$ cat src/logic/cbio_pkg.sv
/*
 * Shared constants for the branch and flag-out instruction group: opcodes,
 * register byte offsets, field positions, reset values and cycle counts.
 * Assumes a 10-bit instruction word and a 16-bit program counter.
 */
package cbio_pkg;
    localparam logic [9:0] OP_DISP_TOGGLE = 10'h320;
    localparam logic [9:0] OP_FLAG_LOAD   = 10'h258;
    localparam logic [9:0] OP_FLAG_XCHG   = 10'h2D8;
    localparam logic [9:0] OP_G_LOAD      = 10'h058;
    localparam logic [9:0] OP_KEY_BRANCH  = 10'h230;
    localparam logic [1:0] BANK_OP_HI     = 2'h1;
    localparam logic [5:0] BANK_OP_LO     = 6'h00;
    localparam logic [1:0] LONG_FIRST_TAG = 2'h1;
    localparam logic [1:0] LONG_CARRY_TAG = 2'h3;
    localparam logic [2:0] REL_CARRY_TAG  = 3'h7;

    localparam logic [7:0] ADR_CTRL  = 8'h00;
    localparam logic [7:0] ADR_PTR   = 8'h04;
    localparam logic [7:0] ADR_STAT  = 8'h08;
    localparam logic [7:0] ADR_C_LO  = 8'h0C;
    localparam logic [7:0] ADR_C_HI  = 8'h10;
    localparam logic [7:0] ADR_GREG  = 8'h14;
    localparam logic [7:0] ADR_PC    = 8'h18;
    localparam logic [7:0] ADR_STATE = 8'h1C;

    localparam int CTRL_RUN   = 0;
    localparam int CTRL_FAST  = 1;
    localparam int CTRL_CARRY = 2;

    localparam logic [15:0] RST_PC      = 16'h0000;
    localparam logic [7:0]  RST_BYTE    = 8'h00;
    localparam logic [55:0] RST_C       = 56'h0;
    localparam logic [3:0]  RST_PTR     = 4'h0;
    localparam logic [1:0]  RST_BANK    = 2'h0;
    localparam logic [3:0]  TOP_DIGIT   = 4'hD;
    localparam logic [3:0]  SYS_PAGE_LAST = 4'h3;

    localparam int NORMAL_CLKS = 10;
    localparam int FAST_CLKS   = 5;
    localparam int PH_SAMPLE   = 3;

    localparam logic [3:0]  KEY_POWER_ROW = 4'h8;
    localparam logic [27:0] KEY_COL_CODES = 28'hFEC8731;

    typedef enum logic [0:0] {
        FETCH_OPCODE = 1'b0,
        FETCH_SECOND = 1'b1
    } cbio_fetch_e;
endpackage

$ cat src/logic/cbio_key_if.sv
/*
 * Carrier for the key code between the key encoder and the decoder core.
 * Assumes both ends run on the same clock.
 */
`timescale 1ns/1ps
interface cbio_key_if;
    logic [7:0] key_code;
    logic       key_valid;
    modport enc  (output key_code, output key_valid);
    modport core (input key_code, input key_valid);
endinterface

$ cat src/logic/cbio_keyenc.sv
/*
 * Key encoder: synchronises the key row, power-on and column lines and
 * turns the first active row and column into a key code.
 * Assumes active-high key lines from pins, asynchronous to CLK.
 */
`timescale 1ns/1ps
module cbio_keyenc
    import cbio_pkg::*;
(
    input  wire logic       clk,              // System clock.
    input  wire logic       reset,            // Asynchronous reset, active high.
    input  wire logic [7:0] key_row_lines,    // Row lines from pins.
    input  wire logic       key_power_line,   // Power-on line from pin.
    input  wire logic [6:0] key_column_lines, // Column lines from pins.
    cbio_key_if.enc         key               // Key code towards the core.
);
    logic [15:0] pins_s1_q;
    logic [15:0] pins_s2_q;
    logic [7:0]  code_d;
    logic        valid_d;
    logic [3:0]  row_d;
    logic [3:0]  col_d;
    logic        row_hit;
    logic        col_hit;

    always_ff @(posedge clk or posedge reset) begin
        if (reset) begin
            pins_s1_q <= 16'h0000;
            pins_s2_q <= 16'h0000;
        end else begin
            pins_s1_q <= {key_power_line, key_column_lines, key_row_lines};
            pins_s2_q <= pins_s1_q;
        end
    end

    ////////////////////////////////////////////////////////////////////////
    // The lowest active row and column win.
    always_comb begin
        row_d   = 4'h0;
        col_d   = 4'h0;
        row_hit = 1'b0;
        col_hit = 1'b0;
        if (pins_s2_q[15]) begin
            row_d   = KEY_POWER_ROW;
            row_hit = 1'b1;
        end
        for (int r = 7; r >= 0; r--) begin
            if (pins_s2_q[r]) begin
                row_d   = 4'(r);
                row_hit = 1'b1;
            end
        end
        for (int k = 6; k >= 0; k--) begin
            if (pins_s2_q[8 + k]) begin
                col_d   = KEY_COL_CODES[k * 4 +: 4];
                col_hit = 1'b1;
            end
        end
        code_d  = {col_d, row_d};
        valid_d = row_hit && col_hit;
    end

    always_ff @(posedge clk or posedge reset) begin
        if (reset) begin
            key.key_code  <= RST_BYTE;
            key.key_valid <= 1'b0;
        end else if (valid_d) begin
            key.key_code  <= code_d;
            key.key_valid <= 1'b1;
        end else begin
            key.key_valid <= 1'b0;
        end
    end

    AST_KEY_ROW: assert property (@(posedge clk) disable iff (reset)
        key.key_valid |-> key.key_code[3:0] <= KEY_POWER_ROW
                          && key.key_code[7:4] inside {4'h1, 4'h3, 4'h7, 4'h8,
                                                       4'hC, 4'hE, 4'hF})
        else $error("Key code outside the row and column table.");
endmodule

$ cat src/logic/cbio_core.sv
/*
 * Decode and execute for the display toggle, bank select, flag-out, G-load
 * and carry/key branch instructions, with a classic Wishbone register slave.
 * Assumes program memory answers ISA_ADDR within one clock and that
 * software stops the core (RUN low) before writing processor state.
 */
`timescale 1ns/1ps
module cbio_core
    import cbio_pkg::*;
#(
    parameter int NORMAL_CYC = NORMAL_CLKS,   // Clocks per bus-speed cycle.
    parameter int FAST_CYC   = FAST_CLKS      // Clocks per fast cycle.
) (
    input  wire logic        CLK,              // 50 MHz clock.
    input  wire logic        RESET,            // Asynchronous reset, active high.
    input  wire logic        WB_CYC_I,         // Wishbone cycle.
    input  wire logic        WB_STB_I,         // Wishbone strobe.
    input  wire logic        WB_WE_I,          // Wishbone write enable.
    input  wire logic [7:0]  WB_ADR_I,         // Wishbone byte address.
    input  wire logic [3:0]  WB_SEL_I,         // Wishbone byte lanes.
    input  wire logic [31:0] WB_DAT_I,         // Wishbone write data.
    output logic      [31:0] WB_DAT_O,         // Wishbone read data.
    output logic             WB_ACK_O,         // Wishbone acknowledge.
    output logic      [15:0] ISA_ADDR,         // Instruction bus address.
    input  wire logic [9:0]  ISA_DATA,         // Instruction bus word.
    output logic             SYNC,             // Opcode fetch marker.
    output logic      [1:0]  ROM_BANK,         // Active system bank.
    output logic      [7:0]  FLAG_OUT,         // Flag-out bus.
    input  wire logic [7:0]  KEY_ROW_LINES,    // Keyboard rows.
    input  wire logic        KEY_POWER_LINE,   // Power-on key line.
    input  wire logic [6:0]  KEY_COLUMN_LINES, // Keyboard columns.
    output logic             MC_END            // Machine cycle end pulse.
);
    cbio_key_if  key ();
    logic [9:0]  isa_s1_q;
    logic [9:0]  isa_s2_q;
    logic [9:0]  word_q;
    logic [7:0]  phase_q;
    logic        slow_q;
    logic        mc_end;
    logic        exec_op;
    logic [7:0]  last_ph;
    cbio_fetch_e fetch_q;
    logic [7:0]  lo_q;
    logic [15:0] pc_q;
    logic        carry_q;
    logic        run_q;
    logic        fast_q;
    logic [1:0]  bank_q;
    logic [7:0]  flag_q;
    logic [7:0]  stat_q;
    logic [7:0]  g_q;
    logic [7:0]  g_d;
    logic [55:0] c_q;
    logic [3:0]  ptr_q;
    logic        moved_q;
    logic        ack_q;
    logic [31:0] rdata_q;
    logic        wr;
    logic        sw_wr;

    function automatic logic [3:0] dig(input logic [55:0] c, input logic [3:0] i);
        return (i > TOP_DIGIT) ? 4'h0 : c[{i, 2'b00} +: 4];
    endfunction

    function automatic logic bus_op(input logic [9:0] w);
        return w == OP_DISP_TOGGLE || w == OP_FLAG_LOAD || w == OP_FLAG_XCHG
            || w == OP_KEY_BRANCH || (w[9:8] == BANK_OP_HI && w[5:0] == BANK_OP_LO);
    endfunction

    function automatic logic [31:0] merge(input logic [31:0] old,
                                          input logic [31:0] nw,
                                          input logic [3:0]  sel);
        logic [31:0] r;
        r = old;
        for (int b = 0; b < 4; b++) begin
            if (sel[b]) begin
                r[b * 8 +: 8] = nw[b * 8 +: 8];
            end
        end
        return r;
    endfunction

    cbio_keyenc u_keyenc (
        .clk              (CLK),
        .reset            (RESET),
        .key_row_lines    (KEY_ROW_LINES),
        .key_power_line   (KEY_POWER_LINE),
        .key_column_lines (KEY_COLUMN_LINES),
        .key              (key.enc)
    );

    ////////////////////////////////////////////////////////////////////////
    // Machine cycle timing. A bus-speed opcode stretches a fast cycle.
    assign last_ph = (fast_q && !slow_q) ? 8'(FAST_CYC - 1) : 8'(NORMAL_CYC - 1);
    assign mc_end  = run_q && phase_q == last_ph;
    assign exec_op = mc_end && fetch_q == FETCH_OPCODE;
    assign MC_END  = mc_end;
    assign ISA_ADDR = pc_q;
    assign SYNC     = run_q && fetch_q == FETCH_OPCODE;

    always_ff @(posedge CLK or posedge RESET) begin
        if (RESET) begin
            isa_s1_q <= 10'h000;
            isa_s2_q <= 10'h000;
        end else begin
            isa_s1_q <= ISA_DATA;
            isa_s2_q <= isa_s1_q;
        end
    end

    always_ff @(posedge CLK or posedge RESET) begin
        if (RESET) begin
            phase_q <= 8'h00;
            word_q  <= 10'h000;
            slow_q  <= 1'b0;
        end else if (!run_q || mc_end) begin
            phase_q <= 8'h00;
            slow_q  <= 1'b0;
        end else begin
            phase_q <= phase_q + 8'h01;
            if (phase_q == 8'(PH_SAMPLE)) begin
                word_q <= isa_s2_q;
                slow_q <= fetch_q == FETCH_OPCODE && bus_op(isa_s2_q);
            end
        end
    end

    ////////////////////////////////////////////////////////////////////////
    // Program flow. The PC holds this instruction's address until its end.
    always_ff @(posedge CLK or posedge RESET) begin
        if (RESET) begin
            fetch_q <= FETCH_OPCODE;
            lo_q    <= RST_BYTE;
        end else if (mc_end) begin
            case (fetch_q)
                FETCH_OPCODE: begin
                    if (word_q[1:0] == LONG_FIRST_TAG) begin
                        lo_q    <= word_q[9:2];
                        fetch_q <= FETCH_SECOND;
                    end
                end
                FETCH_SECOND: fetch_q <= FETCH_OPCODE;
                default:      fetch_q <= FETCH_OPCODE;
            endcase
        end
    end

    always_ff @(posedge CLK or posedge RESET) begin
        if (RESET) begin
            pc_q <= RST_PC;
        end else if (sw_wr && WB_ADR_I == ADR_PC) begin
            pc_q <= 16'(merge({16'h0000, pc_q}, WB_DAT_I, WB_SEL_I));
        end else if (exec_op && word_q[2:0] == REL_CARRY_TAG && carry_q) begin
            pc_q <= pc_q + {{9{word_q[9]}}, word_q[9:3]};
        end else if (exec_op && word_q == OP_KEY_BRANCH) begin
            pc_q <= {pc_q[15:8], key.key_code};
        end else if (mc_end && fetch_q == FETCH_SECOND
                     && word_q[1:0] == LONG_CARRY_TAG && carry_q) begin
            pc_q <= {word_q[9:2], lo_q};
        end else if (mc_end) begin
            pc_q <= pc_q + 16'h0001;
        end
    end

    // Every instruction of the group leaves carry cleared; a long branch
    // keeps it across its first word so the second word can test it.
    always_ff @(posedge CLK or posedge RESET) begin
        if (RESET) begin
            carry_q <= 1'b0;
            run_q   <= 1'b0;
            fast_q  <= 1'b0;
        end else begin
            if (wr && WB_ADR_I == ADR_CTRL && WB_SEL_I[0]) begin
                run_q  <= WB_DAT_I[CTRL_RUN];
                fast_q <= WB_DAT_I[CTRL_FAST];
            end
            if (sw_wr && WB_ADR_I == ADR_CTRL && WB_SEL_I[0]) begin
                carry_q <= WB_DAT_I[CTRL_CARRY];
            end else if (mc_end && !(exec_op && word_q[1:0] == LONG_FIRST_TAG)) begin
                carry_q <= 1'b0;
            end
        end
    end

    ////////////////////////////////////////////////////////////////////////
    // Bank select, taken only while running from a system page.
    assign ROM_BANK = bank_q;

    always_ff @(posedge CLK or posedge RESET) begin
        if (RESET) begin
            bank_q <= RST_BANK;
        end else if (exec_op && word_q[9:8] == BANK_OP_HI && word_q[5:0] == BANK_OP_LO
                     && pc_q[15:12] <= SYS_PAGE_LAST) begin
            bank_q <= {word_q[6], word_q[7]};
        end
    end

    ////////////////////////////////////////////////////////////////////////
    // Flag-out bus and low status byte.
    assign FLAG_OUT = flag_q;

    always_ff @(posedge CLK or posedge RESET) begin
        if (RESET) begin
            flag_q <= RST_BYTE;
            stat_q <= RST_BYTE;
        end else if (sw_wr && WB_ADR_I == ADR_STAT && WB_SEL_I[0]) begin
            stat_q <= WB_DAT_I[7:0];
        end else if (exec_op && word_q == OP_FLAG_LOAD) begin
            flag_q <= stat_q;
        end else if (exec_op && word_q == OP_FLAG_XCHG) begin
            flag_q <= stat_q;
            stat_q <= flag_q;
        end
    end

    ////////////////////////////////////////////////////////////////////////
    // G register, C register and pointer.
    always_comb begin
        if (ptr_q != TOP_DIGIT) begin
            g_d = {dig(c_q, ptr_q + 4'h1), dig(c_q, ptr_q)};
        end else if (moved_q) begin
            g_d = {dig(c_q, TOP_DIGIT), g_q[7:4]};
        end else begin
            g_d = {dig(c_q, TOP_DIGIT), dig(c_q, 4'h0)};
        end
    end

    always_ff @(posedge CLK or posedge RESET) begin
        if (RESET) begin
            g_q <= RST_BYTE;
        end else if (sw_wr && WB_ADR_I == ADR_GREG && WB_SEL_I[0]) begin
            g_q <= WB_DAT_I[7:0];
        end else if (exec_op && word_q == OP_G_LOAD) begin
            g_q <= g_d;
        end
    end

    // A pointer write of the top digit stands for a pointer move by the
    // preceding instruction; it lasts until the next instruction ends.
    always_ff @(posedge CLK or posedge RESET) begin
        if (RESET) begin
            c_q     <= RST_C;
            ptr_q   <= RST_PTR;
            moved_q <= 1'b0;
        end else if (sw_wr) begin
            if (WB_ADR_I == ADR_C_LO) begin
                c_q[31:0] <= merge(c_q[31:0], WB_DAT_I, WB_SEL_I);
            end
            if (WB_ADR_I == ADR_C_HI) begin
                c_q[55:32] <= 24'(merge({8'h00, c_q[55:32]}, WB_DAT_I, WB_SEL_I));
            end
            if (WB_ADR_I == ADR_PTR && WB_SEL_I[0]) begin
                ptr_q   <= WB_DAT_I[3:0];
                moved_q <= WB_DAT_I[3:0] == TOP_DIGIT;
            end
        end else if (mc_end) begin
            moved_q <= 1'b0;
        end
    end

    ////////////////////////////////////////////////////////////////////////
    // Wishbone slave: one wait state, ack for one cycle, unmapped reads zero.
    assign wr       = WB_CYC_I && WB_STB_I && WB_WE_I && !ack_q;
    assign sw_wr    = wr && !run_q;
    assign WB_ACK_O = ack_q;
    assign WB_DAT_O = rdata_q;

    always_ff @(posedge CLK or posedge RESET) begin
        if (RESET) begin
            ack_q   <= 1'b0;
            rdata_q <= 32'h00000000;
        end else begin
            ack_q <= WB_CYC_I && WB_STB_I && !ack_q;
            case (WB_ADR_I)
                ADR_CTRL:  rdata_q <= {29'h0, carry_q, fast_q, run_q};
                ADR_PTR:   rdata_q <= {27'h0, moved_q, ptr_q};
                ADR_STAT:  rdata_q <= {24'h0, stat_q};
                ADR_C_LO:  rdata_q <= c_q[31:0];
                ADR_C_HI:  rdata_q <= {8'h00, c_q[55:32]};
                ADR_GREG:  rdata_q <= {24'h0, g_q};
                ADR_PC:    rdata_q <= {16'h0000, pc_q};
                ADR_STATE: rdata_q <= {13'h0, fetch_q, key.key_code, bank_q, flag_q};
                default:   rdata_q <= 32'h00000000;
            endcase
        end
    end

    ////////////////////////////////////////////////////////////////////////
    AST_DISP_NOP: assert property (@(posedge CLK) disable iff (RESET)
        exec_op && word_q == OP_DISP_TOGGLE |=> pc_q == $past(pc_q) + 16'h0001
            && flag_q == $past(flag_q) && g_q == $past(g_q))
        else $error("Display toggle changed processor state.");
    AST_BUS_SPEED: assert property (@(posedge CLK) disable iff (RESET)
        exec_op && bus_op(word_q) |-> phase_q == 8'(NORMAL_CYC - 1))
        else $error("Bus-speed opcode ran in a fast cycle.");
    AST_BANK_SWITCH: assert property (@(posedge CLK) disable iff (RESET)
        exec_op && word_q[9:8] == BANK_OP_HI && word_q[5:0] == BANK_OP_LO
            && pc_q[15:12] <= SYS_PAGE_LAST |=> bank_q == {$past(word_q[6]), $past(word_q[7])})
        else $error("Bank did not switch at the cycle end.");
    AST_FLAG_LOAD: assert property (@(posedge CLK) disable iff (RESET)
        exec_op && word_q == OP_FLAG_LOAD |=> FLAG_OUT == $past(stat_q))
        else $error("Flag-out load lost the status byte.");
    AST_FLAG_XCHG: assert property (@(posedge CLK) disable iff (RESET)
        exec_op && word_q == OP_FLAG_XCHG |=> FLAG_OUT == $past(stat_q)
            && stat_q == $past(flag_q))
        else $error("Flag-out exchange was not simultaneous.");
    AST_G_NORMAL: assert property (@(posedge CLK) disable iff (RESET)
        exec_op && word_q == OP_G_LOAD && ptr_q < TOP_DIGIT |=>
            g_q == {$past(c_q[{ptr_q, 2'b00} + 6'd4 +: 4]), $past(c_q[{ptr_q, 2'b00} +: 4])})
        else $error("G-load took the wrong digits.");
    AST_G_TOP: assert property (@(posedge CLK) disable iff (RESET)
        exec_op && word_q == OP_G_LOAD && ptr_q == TOP_DIGIT && !moved_q |=>
            g_q == {$past(c_q[55:52]), $past(c_q[3:0])})
        else $error("G-load at top digit did not wrap to digit 0.");
    AST_G_TOP_MOVED: assert property (@(posedge CLK) disable iff (RESET)
        exec_op && word_q == OP_G_LOAD && ptr_q == TOP_DIGIT && moved_q |=>
            g_q == {$past(c_q[55:52]), $past(g_q[7:4])})
        else $error("G-load after pointer move did not keep G high nibble.");
    AST_REL_BRANCH: assert property (@(posedge CLK) disable iff (RESET)
        exec_op && word_q[2:0] == REL_CARRY_TAG && carry_q |=>
            pc_q == $past(pc_q) + {{9{$past(word_q[9])}}, $past(word_q[9:3])})
        else $error("Relative branch target wrong.");
    AST_KEY_BRANCH: assert property (@(posedge CLK) disable iff (RESET)
        exec_op && word_q == OP_KEY_BRANCH |=>
            pc_q == {$past(pc_q[15:8]), $past(key.key_code)})
        else $error("Key branch target wrong.");
    AST_LONG_BRANCH: assert property (@(posedge CLK) disable iff (RESET)
        mc_end && fetch_q == FETCH_SECOND && word_q[1:0] == LONG_CARRY_TAG && carry_q
            |=> pc_q == {$past(word_q[9:2]), $past(lo_q)})
        else $error("Long branch target wrong.");
    AST_NO_SYNC_SECOND: assert property (@(posedge CLK) disable iff (RESET)
        exec_op && word_q[1:0] == LONG_FIRST_TAG |=> !SYNC [*2])
        else $error("Fetch marker shown for a second branch word.");
    AST_SYNC_FETCH: assert property (@(posedge CLK) disable iff (RESET)
        mc_end && !(exec_op && word_q[1:0] == LONG_FIRST_TAG) |=> SYNC || !run_q)
        else $error("Fetch marker missing on an opcode fetch.");
endmodule

$ cat config.mk
export PLATFORM = sky130hd
export DESIGN_NAME = cbio_core
export DESIGN_NICKNAME = d
export VERILOG_FILES = /design/src/logic/cbio_pkg.sv /design/src/logic/cbio_key_if.sv /design/src/logic/cbio_keyenc.sv /design/src/logic/cbio_core.sv
export SDC_FILE = /design/constraint.sdc
export NUM_CORES = 1
export LEC_CHECK = 0
export BUFFER_PORTS_ARGS = -buffer_cell sky130_fd_sc_hd__buf_2
export CORE_AREA = 8 8 170 172
export CTS_CLUSTER_SIZE = 30
export DETAILED_ROUTE_END_ITERATION = 16
export DIE_AREA = 0 0 178 180
export PLACE_DENSITY = 0.66
export SLEW_MARGIN = 20
export SYNTH_ARGS = -nofsm -noshare
export SYNTH_HDL_FRONTEND = slang
export SYNTH_HIERARCHICAL = 1
export SYNTH_SLANG_ARGS = --single-unit
export TNS_END_PERCENT = 100
$ cat constraint.sdc
create_clock -name CLK -period 5.2 [get_ports CLK]
set_input_delay 0.26 -clock CLK [delete_from_list [all_inputs] [get_ports CLK]]
set_output_delay 0.26 -clock CLK [all_outputs]
set_load 0.05 [all_outputs]
# After elaboration in Yosys (flattened, before gate mapping)
# Cells that the tools add are included.
[word_totals]
register_bits = 227
[op_classes]
shifts = 2
magnitude_cmp = 3
n_eq_ne = 29
bitwise = 3
muxes = 62
addsub = 4
n_reduce_logical = 71
[ops]
columns = ["operator", "count"]
rows = [
  ["one-hot mux 32 bit (8 select lines)", 1],
  ["indexed part select 56 x 7 -> 4 bit", 2],
  ["two-way mux 8 bit", 11],
  ["two-way mux 16 bit", 5],
  ["two-way mux 4 bit", 20],
  ["== test 10 bit, second input constant", 7],
  ["logical AND 1 bit", 36],
  ["== test 8 x 5 -> 1 bit, second input constant", 4],
  ["AND reduction 3 bit", 9],
  ["two-way mux 1 bit", 24],
  ["adder 16 x 1 -> 16 bit, second input constant", 1],
  ["adder 16 bit", 1],
  ["== test 8 x 4 -> 1 bit, second input constant", 2],
  ["logical NOT 6 bit", 2],
  ["AND reduction 2 bit", 6],
  ["nonzero test 2 bit", 6],
  ["== test 10 x 7 -> 1 bit, second input constant", 1],
  ["adder 8 x 1 -> 8 bit, second input constant", 1],
  ["== test 8 x 2 -> 1 bit, second input constant", 1],
  ["== test 8 x 3 -> 1 bit, second input constant", 1],
  ["== test 8 x 4 -> 1 bit", 1],
  ["> comparator 4 bit, second input constant", 2],
  ["logical NOT 8 bit", 1],
  ["== test 2 x 1 -> 1 bit, second input constant", 3],
  ["other kinds (15)", 26],
]

# Logic depth before layout (Yosys ltp)
[logic_depth]
word_depth = 12
mapped_depth = 11
mapped_depth_nobuf = 9

# Hierarchy
# Netlist, hierarchy kept.
[by_module_without_submodules]
columns = ["module", "seq_area_each_um2", "cells_per_inst", "n_inst", "area_each_um2"]
rows = [
  ["cbio_core", 4679.5, 892, 1, 10292.4],
  ["cbio_keyenc", 1026.0, 86, 1, 1322.5],
]

# Least setup slack after synthesis
# No wires, ideal clock.
[synth_path]
path_type = "reg-to-reg"
start = "register ptr_q[0]"
end = "register g_q[6]"
setup_slack_ps = 2015
stages_incl_launch_ff = 12
synth_period_minus_slack_ps = 3185
arrival_ps = 3059
path_buffers = 5
cell_sequence = "dfrtp_1 -> buf_2 -> buf_2 -> buf_2 -> inv_1 -> ha_1 -> buf_4 -> buf_6 -> mux4_2 -> mux4_2 -> a221oi_1 -> nor2_1"
[synth_via]
elab_chain_cells = 6
[synth_rtl]
columns = ["item", "line", "source"]
rows = [
  ["start: declaration", "cbio_core.sv:55", "logic [3:0] ptr_q;"],
  ["start signal: assignment", "cbio_core.sv:254", "ptr_q <= WB_DAT_I[3:0];"],
  ["adder 4 x 1 -> 4 bit", "cbio_core.sv:221", "g_d = {dig(c_q, ptr_q + 4'h1), dig(c_q, ptr_q)};"],
  ["indexed part select 56 x 7 -> 4 bit or > comparator 4 bit (tied branches)", "cbio_core.sv:63", "return (i > TOP_DIGIT) ? 4'h0 : c[{i, 2'b00} +: 4];"],
  ["two-way mux 4 bit", "cbio_core.sv:63", ""],
  ["two-way mux 8 bit (*)", "cbio_core.sv:220", "if (ptr_q != TOP_DIGIT) begin"],
  ["two-way mux 8 bit (*)", "cbio_core.sv:234", "end else if (exec_op && word_q == OP_G_LOAD) begin"],
  ["two-way mux 8 bit (*)", "cbio_core.sv:232", "end else if (sw_wr && WB_ADR_I == ADR_GREG && WB_SEL_I[0]) begin"],
  ["end signal: assignment", "cbio_core.sv:233", "g_q <= WB_DAT_I[7:0];"],
  ["end signal: assignment", "cbio_core.sv:235", "g_q <= g_d;"],
  ["end: declaration", "cbio_core.sv:52", "logic [7:0] g_q;"],
]
# Mark *: on every way between the ends. The rest lies on a longest branch, timed or not. The select of a mux whose other input is x is not followed.
# A chain may end at the register's enable or synchronous reset.

# Final worst setup path
[layout_path]
start = "register ptr_q[1]"
end = "register g_q[7]"
# The elaborated chain is that of the path after synthesis.

==> summary.md <==
| Metric | Value |
|---|---|
| Crit Path Max Fanout | 18 |
| RSZ-0062 raised after global routing | no |
| Met2 wire length | 17.21 mm |
| Sequential power share | 0.459 |
| Fin crit share | 0.6600 |
| Reg clk slew, reported paths | 60 ps |
| First-pass GRT wire length | 54.72 mm |
| I/O Buffers | approximately 140 |
| Layout Nets | 1248 |
| Routed length on met1 | 13.94 mm |
| Top sig layer | met4 |
| Status | finished, final reports clean |
| Final Wtd Congestion | ~0.94 |
| Slew HR | 0.2691 |
| Num ports | approximately 140 |
| Synth-to-layout area growth | 20.35% |
| Max Freq | 0.2914 GHz |
| Tightest Pin Transition | about 1100 ps |
| Worst Path Required | around 5600 ps |
| DR iter-0 viols | 1076 |
| Met3 wire length | 2.903 mm |
| DR DRC count | 0 |
| CP Capture Type | flop |
| Int Pwr | about 3.1 mW |
| Finished Cell Area | roughly 14000 µm² |
| Clock group share of total power | 0.498 |
| Crit path DAT | 3840 ps |
| Initial antenna violation count | 0 |
| Congestion Overflow GR | 0 |
| Share of cells above drive strength 1 | 0.2889 |
| Critical path class | reg -> reg |
| Critical Path Start Type | flop |
| Setup TNS | 0 ps |
| Num CTS Buffers | 26 |
| Via count | approximately 9100 |
| Clock latency at the later pin of the worst-skew pair | 520 ps |
| Crit path time final | 3432 ps |
| Slew Limit Fails | 0 |
| Final count of negative-setup-slack endpoints | 0 |
| Root buf cell | clkbuf_16 |
| Commonest non-fill, non-tap cell in the layout | dfrtp_1 |
| Die ar. | approximately 32000 µm² |
| Total of max-cap violations | 0 |
| Routed Antenna Nets | 0 |
| Power Dens Cells | ~290 nW/µm² |
| DP Wirelength | 25.44 mm |
| Core region area | 26350 µm² |
| Post_cts resized | 0 |
| WL per Instance | 23.13 µm |
| H-tree Lvls | 1 |
| Clk_skew | just under 9 ps |
| Tightest Hold Check Type | in -> reg |
| Mean post-synth cell area | 11.87 µm² |
| Pin count of the biggest net entering global routing | 184 |
| Final hold viol count | 0 |
| Post-CTS setup buffer count | 0 |
| Starting Density | 0.4397 |
| Diodes inserted | 0 |
| Leak Pwr | 6.358 nW |
| Cts hold-fix bufs | 47 |
| Ys Warns | 6 |
| CTS Buffer Depth | 3 |
| CTS tree | built |
| Die X | 178 µm |
| Synth Instances | 976 |
| VDD IR max | 0.2285 mV |
| Rows | 60 |
| Placed Area | 12540 µm² |
| Net Switching | 860.7 µW |
| Tot GR Track Use | 0.2169 |
| Die height | 180 µm |
| TritonRoute pass-1 iters | 5 |
| Logic pwr share | 0.043 |
| Vias/cell | 6.054 |
| Number of global-route vias before repair | 9324 |
| Fill cell count | 2324 |
| Total wire length | 34.95 mm |
| CTS Sinks | 227 |
| Commonest non-fill, non-tap cells in the layout | dfrtp_1 (226), buf_2 (135), mux2_2 (87), nor2_1 (56), nand2_1 (55) |
| Mapped Area | 11590 µm² |
| Sw Ratio | 0.2162 |
| Synth Net Count | 1073 |
==> power groups by stage <==
stage | sequential [mW] | combinational (mW) | clock, mW
6_report | 1.83 | 0.173 | 1.98
5_1_grt | 1.83 | 0.190 | 2.09
4_1_cts | 1.83 | 0.175 | 2.01
3_5_place_dp | 1.86 | 0.146 | 0
3_3_place_gp | 1.86 | 0.144 | 0
2_1_floorplan | 1.85 | 0.0695 | 0
==> final timing paths <==
path / startpoint / to / slack, ps / cells past startpoint
setup reg to reg: ptr_q[1] / g_q[7] / 1770 / 6
min in group asynchronous: RESET / lo_q[2] / 220 / 3
max in group asynchronous: RESET / ISA_ADDR[10] / 3730 / 4
hold / removal: WB_DAT_I[2] / stat_q[2] / 20 / 3
hold reg to reg: isa_s1_q[1] / isa_s2_q[1] / 350 / 0
setup / recovery: ptr_q[1] / g_q[7] / 1770 / 6
==> registers in the layout (all words and copies together), names as in the netlist, 10 cells and up <==
register / count
WB_DAT_O: 32
u_keyenc/pins_s2_q: 16
c_q: 56
isa_s2_q: 10
u_keyenc/pins_s1_q: 16
word_q: 10
ISA_ADDR: 16
isa_s1_q: 10
==> metal layers <==
layer / vias to the layer above / global-route usage
met4: 0 / 0.06371
met2: 441 / 0.3613
met1: 4591 / 0.2864
met3: 62 / 0.03353
li1: 4054 / -
met5: - / 0
==> metrics by stage <==
stage                     hold slack, ps    util  power [mW]  setup slack (ps)  instances
after CTS                          7.840  0.5292       4.015              1763       1511
after global routing               31.29  0.5292       4.105              1516       1511
final                              17.60  0.5292       3.980              1768       1511
after detailed placement           191.2  0.4761       2.003              1774       1417
after global placement             186.8  0.4761       2.001              1896       1417
after floorplan                    291.4       -       1.922              2015        976
==> layout make-up <==
class                      instances  area [µm²]  share of cell area
clock buffer                      37       753.2             0.05402
clock inverter                    10       175.2             0.01256
inverter                          24       93.84            0.006730
multi-input combinational        683        5602              0.4017
sequential                       227        5682              0.4075
tap                              341       426.7             0.03060
timing repair buffer             189        1211             0.08686
==> worst max-delay path, cell delays in order (launching register included) <==
cell and delay (ps):
dfrtp_1 850, inv_1 200, ha_1 830, mux4_2 600, mux4_2 470, a221oi_1 290, nor2_1 70
Note: power is estimated with default switching activity, not from simulation.
